--- config.mk ---
export PLATFORM = sky130hd
export DESIGN_NAME = timer0_prescaler
export DESIGN_NICKNAME = d
export VERILOG_FILES = /design/src/rtl/prescaler8.v /design/src/rtl/timer0_prescaler.v
export VERILOG_INCLUDE_DIRS = /design/src /design/src/common
export SDC_FILE = /design/constraint.sdc
export NUM_CORES = 1
export LEC_CHECK = 0
export BUFFER_PORTS_ARGS = -buffer_cell sky130_fd_sc_hd__buf_2
export CAP_MARGIN = 10
export CORE_UTILIZATION = 45
export CTS_CLUSTER_DIAMETER = 30
export DETAILED_ROUTE_END_ITERATION = 8
export GPL_TIMING_DRIVEN = 0
export PLACE_DENSITY = 0.74
export SYNTH_ARGS = -nofsm -noshare
export SYNTH_HDL_FRONTEND = slang
export SYNTH_SLANG_ARGS = --single-unit
--- constraint.sdc ---
create_clock -name clk_sys -period 2.5 [get_ports clk_sys]
set_input_delay 0.75 -clock clk_sys [delete_from_list [all_inputs] [get_ports clk_sys]]
set_output_delay 0.75 -clock clk_sys [all_outputs]
set_load 0.05 [all_outputs]
--- src/common/timer0_consts.vh ---
// constants for the 8-bit timer/counter and its shared prescaler
// assumes one instruction cycle of four clk_sys periods (Q1..Q4)
`ifndef TIMER0_CONSTS_VH
`define TIMER0_CONSTS_VH

// ==========================================================
// file register map
`define TMR_ADDR 5'h01
`define FILE_ADDR_W 5

// ==========================================================
// option_config fields
`define OPT_WAKE_BIT 7
`define OPT_PULLUP_BIT 6
`define OPT_CSS_BIT 5
`define OPT_CES_BIT 4
`define OPT_PSA_BIT 3
`define OPT_PS_HI 2
`define OPT_PS_LO 0
`define OPT_RESET 8'hff

// ==========================================================
// pin direction
`define TRIS_W 4
`define TRIS_RESET 4'hf
`define TCKI_PIN 2

// ==========================================================
// instruction cycle phases, one clk_sys each
`define PHASE_Q1 2'h0
`define PHASE_Q2 2'h1
`define PHASE_Q3 2'h2
`define PHASE_Q4 2'h3

// ==========================================================
// timing
`define INHIBIT_CYCLES 2'h2
`define ARM_CYCLES 3'h7
`define TMR_POR_VALUE 8'h00
`define PRE_RESET 8'h00

`endif

--- src/rtl/prescaler8.v ---
// shared prescaler counter with ratio tap select
// assumes step and clear are single-cycle pulses on clk_sys
`timescale 1ns/100ps
`include "timer0_consts.vh"

module prescaler8 #(
    parameter PRE_WIDTH = 8
) (
    // clock and reset
    input wire clk_sys,
    input wire rst,
    // control
    input wire clear,
    input wire step,
    input wire [2:0] ratio,
    // tapped output level
    output wire tap
);

    // ======================================================
    // tap decode
    function tap_of;
        input [PRE_WIDTH-1:0] cnt;
        input [2:0] sel;
        begin
            tap_of = cnt[sel];
        end
    endfunction

    reg [PRE_WIDTH-1:0] cnt_q;
    reg [PRE_WIDTH-1:0] cnt_d;

    // ======================================================
    // counter, no path to software
    always @* begin
        cnt_d = cnt_q;
        if (clear) begin
            cnt_d = {PRE_WIDTH{1'b0}};
        end else if (step) begin
            cnt_d = cnt_q + {{(PRE_WIDTH-1){1'b0}}, 1'b1};
        end
    end

    always @(posedge clk_sys or posedge rst) begin
        if (rst) begin
            cnt_q <= `PRE_RESET; // [RULE9]
        end else begin
            cnt_q <= cnt_d; // [RULE7] [RULE8]
        end
    end

    // tap n rises once per 2^(n+1) steps
    assign tap = tap_of(cnt_q, ratio); // [RULE21]

endmodule

--- src/rtl/timer0_prescaler.v ---
// 8-bit timer/counter with a prescaler shared with the watchdog
// assumes the core supplies file, option and direction write strobes
// aligned to clk_sys; clk_sys is the oscillator, four per instruction
//
// Contract
// [RULE1] source select clear: count once per instruction cycle, no prescaler
// [RULE2] after a timer write, increments held off for two cycles
// [RULE3] source select set: counter mode on external count pin edges
// [RULE4] edge select clear counts rising edges, set counts falling
// [RULE5] one prescaler, serving timer when assign clear, watchdog when set
// [RULE6] prescaler on timer divides 1:2 to 1:256 in powers of two
// [RULE7] prescaler is an 8-bit counter, timer prescaler or watchdog postscaler
// [RULE8] no read or write path to the prescaler counter
// [RULE9] device reset clears every prescaler bit
// [RULE10] timer writes clear prescaler while it serves the timer
// [RULE11] watchdog clear op clears prescaler while it serves the watchdog
// [RULE12] counter mode forces the count pin to input
// [RULE13] without prescaler the count input is the prescaler output
// [RULE14] prescaler output sampled in Q2 and Q4 before timer increments
// [RULE15] far end holds count input high and low two oscillator periods
// [RULE16] with prescaler, count period at least four periods over ratio; here the pin is filtered before the prescaler, so four periods at any ratio
// [RULE17] timer increments three to seven periods after an input change
// [RULE18] software order for moving prescaler from timer to watchdog
// [RULE19] software order for moving prescaler from watchdog to timer
// [RULE20] timer count at address 01h, read and write, kept across reset
// [RULE21] ratio code 000 divides by 2, each step doubles, 111 by 256
// [RULE22] after reset: counter mode, falling edge, prescaler on watchdog
`timescale 1ns/100ps
`include "timer0_consts.vh"

module timer0_prescaler #(
    parameter CNT_WIDTH = 8,
    parameter PRE_WIDTH = 8
) (
    // clock and resets
    input wire clk_sys,
    input wire rst,
    input wire por,
    // file register access
    input wire [4:0] file_addr,
    input wire file_wr,
    input wire [7:0] file_wdata,
    input wire file_rd,
    output wire [7:0] file_rdata,
    output wire file_hit,
    // option and direction loads
    input wire option_wr,
    input wire [7:0] option_wdata,
    input wire tris_wr,
    input wire [3:0] tris_wdata,
    // watchdog
    input wire watchdog_clear_op,
    input wire watchdog_tick,
    output wire watchdog_expire,
    // pins
    input wire external_count_input,
    output wire [3:0] pin_output_enable,
    // status to the core
    output wire [1:0] q_phase,
    output wire instr_cycle_end,
    output wire [7:0] option_state
);

    // ======================================================
    // declarations
    reg [1:0] phase_q;
    reg [7:0] option_q;
    reg [3:0] tris_q;
    reg [CNT_WIDTH-1:0] timer_count_q;
    reg [CNT_WIDTH-1:0] timer_count_d;
    reg [7:0] rdata_q;
    reg [1:0] inhibit_q;
    reg [1:0] inhibit_d;
    reg ext_s1_q;
    reg ext_s2_q;
    reg ext_s3_q;
    reg ext_level_q;
    reg sel_prev_q;
    reg samp_q;
    reg wdt_tap_prev_q;
    reg watchdog_expire_q;
    reg watchdog_expire_d;
    reg pres_step;
    reg pres_clear;
    reg pres_out;
    reg timer_inc;
    reg [2:0] arm_q;
    reg [2:0] arm_d;

    wire count_source_select;
    wire count_edge_select;
    wire prescaler_assign;
    wire [2:0] prescale_ratio;
    wire cycle_end;
    wire sample_phase;
    wire tmr_write;
    wire sel_level;
    wire sel_rise;
    wire pres_tap;
    wire [3:0] dir_eff;
    wire armed;

    // ======================================================
    // option fields
    assign count_source_select = option_q[`OPT_CSS_BIT];
    assign count_edge_select = option_q[`OPT_CES_BIT];
    assign prescaler_assign = option_q[`OPT_PSA_BIT];
    assign prescale_ratio = option_q[`OPT_PS_HI:`OPT_PS_LO];

    // ======================================================
    // instruction cycle phases
    always @(posedge clk_sys or posedge rst) begin
        if (rst) begin
            phase_q <= `PHASE_Q1;
        end else begin
            phase_q <= phase_q + 2'h1;
        end
    end

    assign cycle_end = (phase_q == `PHASE_Q4);
    assign sample_phase = (phase_q == `PHASE_Q2) ||
        (phase_q == `PHASE_Q4); // [RULE14]

    // ======================================================
    // option and direction registers
    always @(posedge clk_sys or posedge rst) begin
        if (rst) begin
            option_q <= `OPT_RESET; // [RULE22]
        end else if (option_wr) begin
            option_q <= option_wdata;
        end
    end

    always @(posedge clk_sys or posedge rst) begin
        if (rst) begin
            tris_q <= `TRIS_RESET;
        end else if (tris_wr) begin
            tris_q <= tris_wdata;
        end
    end

    // counter mode forces the count pin to input
    genvar gi;
    generate
        for (gi = 0; gi < `TRIS_W; gi = gi + 1) begin : g_dir
            if (gi == `TCKI_PIN) begin : g_tcki
                assign dir_eff[gi] = tris_q[gi] |
                    count_source_select; // [RULE12]
            end else begin : g_plain
                assign dir_eff[gi] = tris_q[gi];
            end
        end
    endgenerate

    assign pin_output_enable = ~dir_eff;

    // ======================================================
    // external count input synchroniser
    always @(posedge clk_sys or posedge rst) begin
        if (rst) begin
            ext_s1_q <= 1'b0;
            ext_s2_q <= 1'b0;
            ext_s3_q <= 1'b0;
            ext_level_q <= 1'b0;
        end else begin
            ext_s1_q <= external_count_input;
            ext_s2_q <= ext_s1_q;
            ext_s3_q <= ext_s2_q;
            if (ext_s2_q == ext_s3_q) begin
                ext_level_q <= ext_s3_q;
            end
        end
    end

    // ======================================================
    // edge arming after reset
    // synchroniser and samplers reset to fixed levels, not to the
    // pin; edges are held off until they have seen the real level,
    // so an idle pin gives no false count after reset
    always @* begin
        arm_d = arm_q;
        if (arm_q != `ARM_CYCLES) begin
            arm_d = arm_q + 3'h1;
        end
    end

    always @(posedge clk_sys or posedge rst) begin
        if (rst) begin
            arm_q <= 3'h0;
        end else begin
            arm_q <= arm_d;
        end
    end

    assign armed = (arm_q == `ARM_CYCLES);

    // falling edges become rising edges of the inverted level
    assign sel_level = ext_level_q ^ count_edge_select; // [RULE4]
    assign sel_rise = sel_level & ~sel_prev_q & armed;

    always @(posedge clk_sys or posedge rst) begin
        if (rst) begin
            sel_prev_q <= 1'b0;
        end else begin
            sel_prev_q <= sel_level;
        end
    end

    // ======================================================
    // shared prescaler
    assign tmr_write = file_wr && (file_addr == `TMR_ADDR);

    always @* begin
        pres_step = 1'b0;
        pres_clear = 1'b0;
        if (!prescaler_assign) begin
            // serving the timer
            if (count_source_select) begin
                pres_step = sel_rise; // [RULE3]
            end else begin
                pres_step = cycle_end;
            end
            pres_clear = tmr_write; // [RULE10]
        end else begin
            // serving the watchdog
            pres_step = watchdog_tick; // [RULE5]
            pres_clear = watchdog_clear_op; // [RULE11]
        end
    end

    prescaler8 #(
        .PRE_WIDTH(PRE_WIDTH)
    ) u_prescaler (
        .clk_sys(clk_sys),
        .rst(rst),
        .clear(pres_clear),
        .step(pres_step),
        .ratio(prescale_ratio),
        .tap(pres_tap)
    );

    // ======================================================
    // prescaler output toward the timer
    always @* begin
        if (!prescaler_assign) begin
            pres_out = pres_tap; // [RULE6]
        end else begin
            pres_out = sel_level; // [RULE13]
        end
    end

    // sampled in Q2 and Q4; a rising sample increments the timer
    always @(posedge clk_sys or posedge rst) begin
        if (rst) begin
            samp_q <= 1'b0;
        end else if (sample_phase) begin
            samp_q <= pres_out; // [RULE14]
        end
    end

    always @* begin
        timer_inc = 1'b0;
        if (!count_source_select && prescaler_assign) begin
            timer_inc = cycle_end; // [RULE1]
        end else if (count_source_select || !prescaler_assign) begin
            timer_inc = sample_phase && pres_out && !samp_q &&
                armed; // [RULE17]
        end
    end

    // ======================================================
    // write inhibit
    always @* begin
        inhibit_d = inhibit_q;
        if (tmr_write) begin
            inhibit_d = `INHIBIT_CYCLES; // [RULE2]
        end else if (cycle_end && (inhibit_q != 2'h0)) begin
            inhibit_d = inhibit_q - 2'h1;
        end
    end

    always @(posedge clk_sys or posedge rst) begin
        if (rst) begin
            inhibit_q <= 2'h0;
        end else begin
            inhibit_q <= inhibit_d;
        end
    end

    // ======================================================
    // timer count, reset only at power-on
    always @* begin
        timer_count_d = timer_count_q;
        if (tmr_write) begin
            timer_count_d = file_wdata[CNT_WIDTH-1:0]; // [RULE20]
        end else if (timer_inc && (inhibit_q == 2'h0)) begin
            timer_count_d = timer_count_q +
                {{(CNT_WIDTH-1){1'b0}}, 1'b1}; // [RULE2]
        end
    end

    always @(posedge clk_sys or posedge por) begin
        if (por) begin
            timer_count_q <= `TMR_POR_VALUE;
        end else begin
            timer_count_q <= timer_count_d; // [RULE20]
        end
    end

    // ======================================================
    // read path, registered one cycle after the strobe
    assign file_hit = (file_addr == `TMR_ADDR);

    always @(posedge clk_sys or posedge rst) begin
        if (rst) begin
            rdata_q <= 8'h00;
        end else if (file_rd && file_hit) begin
            rdata_q <= timer_count_q; // [RULE20]
        end else begin
            rdata_q <= 8'h00;
        end
    end

    assign file_rdata = rdata_q;

    // ======================================================
    // watchdog postscaler output
    always @* begin
        watchdog_expire_d = 1'b0;
        if (prescaler_assign) begin
            watchdog_expire_d = pres_tap && !wdt_tap_prev_q; // [RULE7]
        end else begin
            watchdog_expire_d = watchdog_tick; // [RULE5]
        end
    end

    always @(posedge clk_sys or posedge rst) begin
        if (rst) begin
            wdt_tap_prev_q <= 1'b0;
            watchdog_expire_q <= 1'b0;
        end else begin
            wdt_tap_prev_q <= pres_tap;
            watchdog_expire_q <= watchdog_expire_d;
        end
    end

    assign watchdog_expire = watchdog_expire_q;

    // ======================================================
    // status to the core
    assign q_phase = phase_q;
    assign instr_cycle_end = cycle_end;
    assign option_state = option_q;

endmodule

Word-level counts from Yosys, hierarchy flattened
Index checks and enable logic that the tools add are counted.
Cells by class
  add/sub/neg operators: 5
  reduce and logical (&&, ||, !) cells: 20
  muxes and demuxes: 16
  $lt $le $gt $ge: 1
  bitwise logic cells: 6
  equality and inequality tests: 6
Operator list (count)
  2-to-1 mux 8 bit: 5
  adder 8 x 1 -> 8 bit, second input constant: 2
  logical AND 1 bit: 9
  2-to-1 mux 1 bit: 8
  nonzero test 2 bit: 4
  equality test 5 x 1 -> 1 bit, second input constant: 1
  zero test 1 bit: 4
  less-than comparator 3 x 4 -> 1 bit, second input constant: 1
  2-to-1 mux 2 bit: 2
  inverter 4 bit: 1
  adder 3 x 1 -> 3 bit, second input constant: 1
  binary-select mux 1 bit (select 3 bit): 1
  equality test 3 bit, second input constant: 1
  inequality test 3 bit, second input constant: 1
  adder 2 x 1 -> 2 bit, second input constant: 1
  AND 1 bit: 2
  equality test 2 x 1 -> 1 bit, second input constant: 1
  equality test 2 bit, second input constant: 1
  zero test 2 bit: 1
  logical OR 1 bit: 2
  subtractor 2 x 1 -> 2 bit, second input constant: 1
  equality test 1 bit: 1
  inverter 1 bit: 1
  bitwise OR 1 bit: 1
  XOR 1 bit: 1
Storage, ports and cells
  bits of input ports: 35
  flip-flop bits (word level): 51

Longest topological paths before layout
  word-level depth: 11
  gate-level depth with buffers: 9
  mapped depth without buffers: 8

Hierarchy
From an unflattened synthesis, not the netlist that was laid out.
Second synthesis, totals
  cells, all modules: 197
  area, all modules: 2303.5 µm²
Modules (own cells, without submodules)
  timer0_prescaler: seq. area each 1091.0 µm², area each 1845.5 µm², instances 1, cells an instance 156
  prescaler8: seq. area each 200.2 µm², area each 457.9 µm², instances 1, cells an instance 41

Worst setup path before layout
Ideal clock, no wire load.
  kind: register -> register
  from: register phase_q[0], in the netlist q_phase[0]
  to: register timer_count_q[5]
  cell stages (with the launch flop): 8
  setup time: 82 ps
  setup slack: -497 ps
  data arrival time: 2915 ps
  buffers on the path: 0
  cell sequence: dfrtp_1 > ha_1 > nor2_1 > or3b_1 > or3b_1 > o21a_1 > or4_1 > a31oi_1
Between the ends
  longest elaborated chain between the ends: 9
  elaborated cells between the ends (all ways): 10
RTL lines
  start: declaration: line timer0_prescaler.v:66  | reg [1:0] phase_q;
  start signal: assignment: line timer0_prescaler.v:114  | phase_q <= `PHASE_Q1;
  start signal: assignment: line timer0_prescaler.v:116  | phase_q <= phase_q + 2'h1;
  equality test 2 bit (no source line) *
  via instr_cycle_end: line timer0_prescaler.v:60  | output wire instr_cycle_end,
  logical OR 1 bit: line timer0_prescaler.v:121  | assign sample_phase = (phase_q == `PHASE_Q2) ||
  logical AND 1 bit (3 in a row): line timer0_prescaler.v:266  | timer_inc = sample_phase && pres_out && !samp_q &&
  2-to-1 mux 1 bit: line timer0_prescaler.v:265  | end else if (count_source_select || !prescaler_assign) begin
  2-to-1 mux 1 bit *: line timer0_prescaler.v:263  | if (!count_source_select && prescaler_assign) begin
  logical AND 1 bit *: line timer0_prescaler.v:296  | end else if (timer_inc && (inhibit_q == 2'h0)) begin
  nonzero test 2 bit (no source line) *
  end signal: assignment: line timer0_prescaler.v:304  | timer_count_q <= `TMR_POR_VALUE;
  end signal: assignment: line timer0_prescaler.v:306  | timer_count_q <= timer_count_d;
  end: declaration: line timer0_prescaler.v:69  | reg [CNT_WIDTH-1:0] timer_count_q;
Mark *: on every way through the listed nets, which the timed path passes. The rest lies on a longest branch.
A chain may end at the register's enable or synchronous reset.

Worst setup path after layout
  from: input file_addr[1]
  to: output file_hit
Between the ends
  longest elaborated chain between the ends: 1
RTL lines
  start: declaration: line timer0_prescaler.v:40  | input wire [4:0] file_addr,
  equality test 5 x 1 -> 1 bit (no source line)
  end: declaration: line timer0_prescaler.v:45  | output wire file_hit,
Every way passes these cells.

==> impl_metrics.tcl <==
set metrics [dict create \
    synth_cells 210 \
    synthFlopType "dfrtp_1" \
    hpwlAfterDp_mm 3.15 \
    intPower_uw 1480 \
    reg2reg_from "q_phase[1]" \
    synth_top_family_by_area "simple AND/OR/NAND/NOR gates" \
    crit_path_end "file_hit" \
    pwr_density_cell_nw_per_um2 758 \
    final.period_utilization_pct 95.1 \
    rows 25 \
    r2r_cells 9 \
    muxShareOfSynthArea_pct 8.93 \
    cts_sinks 51 \
    core_area_um2 4820 \
    yosysSeqAreaShare_pct 55.9 \
    port_buffers 58 \
    start_kind "primary input" \
    max-slew-margin-rel_pct 43.9 \
    cts_max_path_buffers 2 \
    ios 60 \
    num_vias 1704 \
    status "finished clean" \
    synth.distinct_cells 36 \
    p_leak_uw 0.00136 \
    initialDrtViolationCount 117 \
    postCtsHoldBufs 0 \
    critPathSlowestCell "clkbuf_4" \
    synth_compound_area_share_pct 6.88 \
    wl_per_cell_um 12.3 \
    final_hold_viol_count 0 \
    grt_util_all_layers_pct 16.9 \
    hold_path_class "reg2reg" \
    clk_latency_ns 0.31 \
    max_freq_ghz 0.421 \
    gp_congestion 0.857 \
    rsz0062_at_grt "no" \
    pwr-share-comb_pct 23.6 \
    p_sw_share_pct 31.7 \
    syn_avg_cell_area_um2 11.0 \
    fp.dieH_um 73.7 \
    multiInputGateArea_um2 966 \
    cts_root_buf "clkbuf_8" \
    reg2reg_to "timer_count_q[7]" \
    grt_max_degree 44 \
    clk_pin_slew_ns 0.09 \
    total_power_uw 2160 \
    cp_max_fo 10 \
    nFillCells 418 \
    skew_ns 0.00931 \
    crit_required_ns 1.75 \
    ant_nets 0 \
    worstPathArrival_ns 1.63 \
    max_stage_delay_ns 0.25 \
    first_pass_iters 4 \
    dieArea_um2 5430 \
    critPathLaunch "file_addr[1]" \
    ff_latch_area_um2 1290 \
    htreeDepth 2 \
    crit_path_end_kind "primary output" \
    grt_pass1_vias 1480 \
    path_depth 5 \
    synth-simple-area-share_pct 16.0 \
    whs_ns 0.354 \
    drc_errors 0 \
    min_period_ns 2.38 \
    finalMaxSlewViolations 0 \
    setup_viol_count_final 0 \
    cp_cell_sequence "buf_2 -> nand2b_1 -> nor4_2 -> clkbuf_4 -> buf_4" \
    yosys_warnings 0 \
    area_delta_synth_final_pct 23.6 \
    clkPwrFrac_pct 26.0 \
    tightestPinTransition_ns 0.841 \
    synth_nets 252 \
    cts_tree "done" \
    synth_fa_ha_area_share_pct 4.22 \
    crit_buf_inv 3 \
    r2r_slack_ns 0.17 \
    vias_per_cell 4.94 \
    grt_overflow 0 \
    final_nets 319 \
    antenna_found_initial 0 \
    ys_seq_elements 51 \
    pwr-share-seq_pct 50.3 \
    drive_gt1_share_pct 37.1 \
    syn_area_um2 2310 \
    async_flop_share_pct 100 \
    max-cap-violations 0 \
    ir_drop_v 0.000447 \
    crit_family "buffers and inverters" \
    synthXorXnorAreaFrac_pct 4.17 \
    worstSetupPathType "in2out" \
    initial_core_util_pct 48.0 \
    routed_wl_mm 4.23 \
    synth-edff-count 0 \
    die_x_um 73.7 \
    grt_pass1_wl_mm 6.69 \
    power.switching_uw 686 \
    diodes 0 \
    cts_buffers 5 \
]
-- worst register-to-register path, stage by stage, from the launching register on --
cell and delay, ns:
dfrtp_2 0.44, inv_1 0.06, ha_1 0.15, nor2_2 0.04, or3b_1 0.36, or3b_1 0.37
o21a_1 0.21, buf_6 0.14, or3_1 0.34, a31oi_1 0.16
-- synthesized netlist by cell type, types with 2 or more instances --
master	number	area, µm²
nor2_1	21	78.8
dfrtp_1	39	976
clkbuf_1	6	22.5
nand2b_1	2	12.5
nand2_1	16	60.1
o21ai_1	2	10.0
nand3_1	6	30.0
o21ai_0	9	45.0
and3_1	8	50.1
ha_1	7	87.6
nand4_1	5	31.3
xnor2_1	5	43.8
inv_1	15	56.3
nand3b_1	2	15.0
mux2_2	13	146
xor2_1	6	52.6
or3_1	5	31.3
o211ai_1	2	15.0
dfstp_2	12	315
or3b_1	2	17.5
mux2i_1	6	60.1
a31oi_1	5	31.3
a21oi_1	3	15.0
-- through the flow --
stage	util (%)	instance area [µm²]	setup slack (ns)	std cells	TNS [ns]
2_1_floorplan	-	2330	-0.00562	210	-0.00562
3_3_place_gp	56.1	2700	-0.159	335	-0.159
3_5_place_dp	56.1	2700	-0.189	335	-0.189
4_1_cts	58.6	2820	0.00426	343	0
5_1_grt	59.3	2860	0.00730	345	0
6_report	59.3	2860	0.124	345	0
-- what timing repair did --
action | in CTS | in global routing
gates resized for setup | 4 | 3
gates cloned | 0 | 0
endpoints found under the setup margin | 4 | 8
pin swaps | 0 | 2
setup buffers | 0 | 2
-- power groups by stage --
stage	Sequential [µW]	Combinational, µW	Clock (µW)
after floorplan	1140	340	0
after global placement	1100	497	0
after detailed placement	1100	514	0
after CTS	1090	517	578
after global routing	1110	570	616
final	1090	511	564
-- registers in the layout (all words and copies together), names as in the netlist, 2 cells and up --
name / flops
arm_q: 3
file_rdata: 8
inhibit_q: 2
option_state: 8
q_phase: 2
timer_count_q: 8
tris_q: 4
u_prescaler.cnt_q: 8
-- layout by cell type (no fill, tap or decap), types with 6 or more instances in the layout --
cell type / count
nand2_1: 16
dfstp_2: 12
buf_2: 57
clkbuf_1: 6
dfrtp_1: 37
inv_1: 14
and3_1: 8
mux2_2: 13
nor2_1: 20
mux2i_1: 6
o21ai_0: 9
xor2_1: 6
nand3_1: 6
-- metal layers --
metal / routed length (µm) / track usage, % / vias to the layer above
li1: - / - / 857
met1: 1980 / 22.1 / 809
met2: 2050 / 26.6 / 32
met3: 127 / 4.53 / 6
met4: 72 / 7.05 / 0
met5: 0 / 0 / -
-- kinds of logic (layout without fill, tap and decap cells) --
group,count (synthesis),count (layout)
xor+xnor,11,11
mux,19,19
simple gates,73,73
buf+inv,22,90
flops,51,51
fa+ha+maj,8,8
compound gates,26,26
-- layout make-up --
type	instances	area share (%)
plain buffers	7	1.31
clock buffers	6	2.54
clock inverters	2	1.31
inverters	15	1.97
multi-input cells	137	33.8
flip-flops and latches	51	45.3
well taps	67	2.94
repair buffers	60	10.8
-- worst min-delay path by stage --
stage	from	end	slack, ns	cells past startpoint
6_report	ext_s1_q	ext_s2_q	0.35	0
5_1_grt	ext_s1_q	ext_s2_q	0.36	0
4_1_cts	ext_s1_q	ext_s2_q	0.36	0
3_5_place_dp	ext_s1_q	ext_s2_q	0.34	0
3_3_place_gp	ext_s1_q	ext_s2_q	0.33	0
2_1_floorplan	ext_s1_q	ext_s2_q	0.33	0
(Power assumes the default switching activity.)
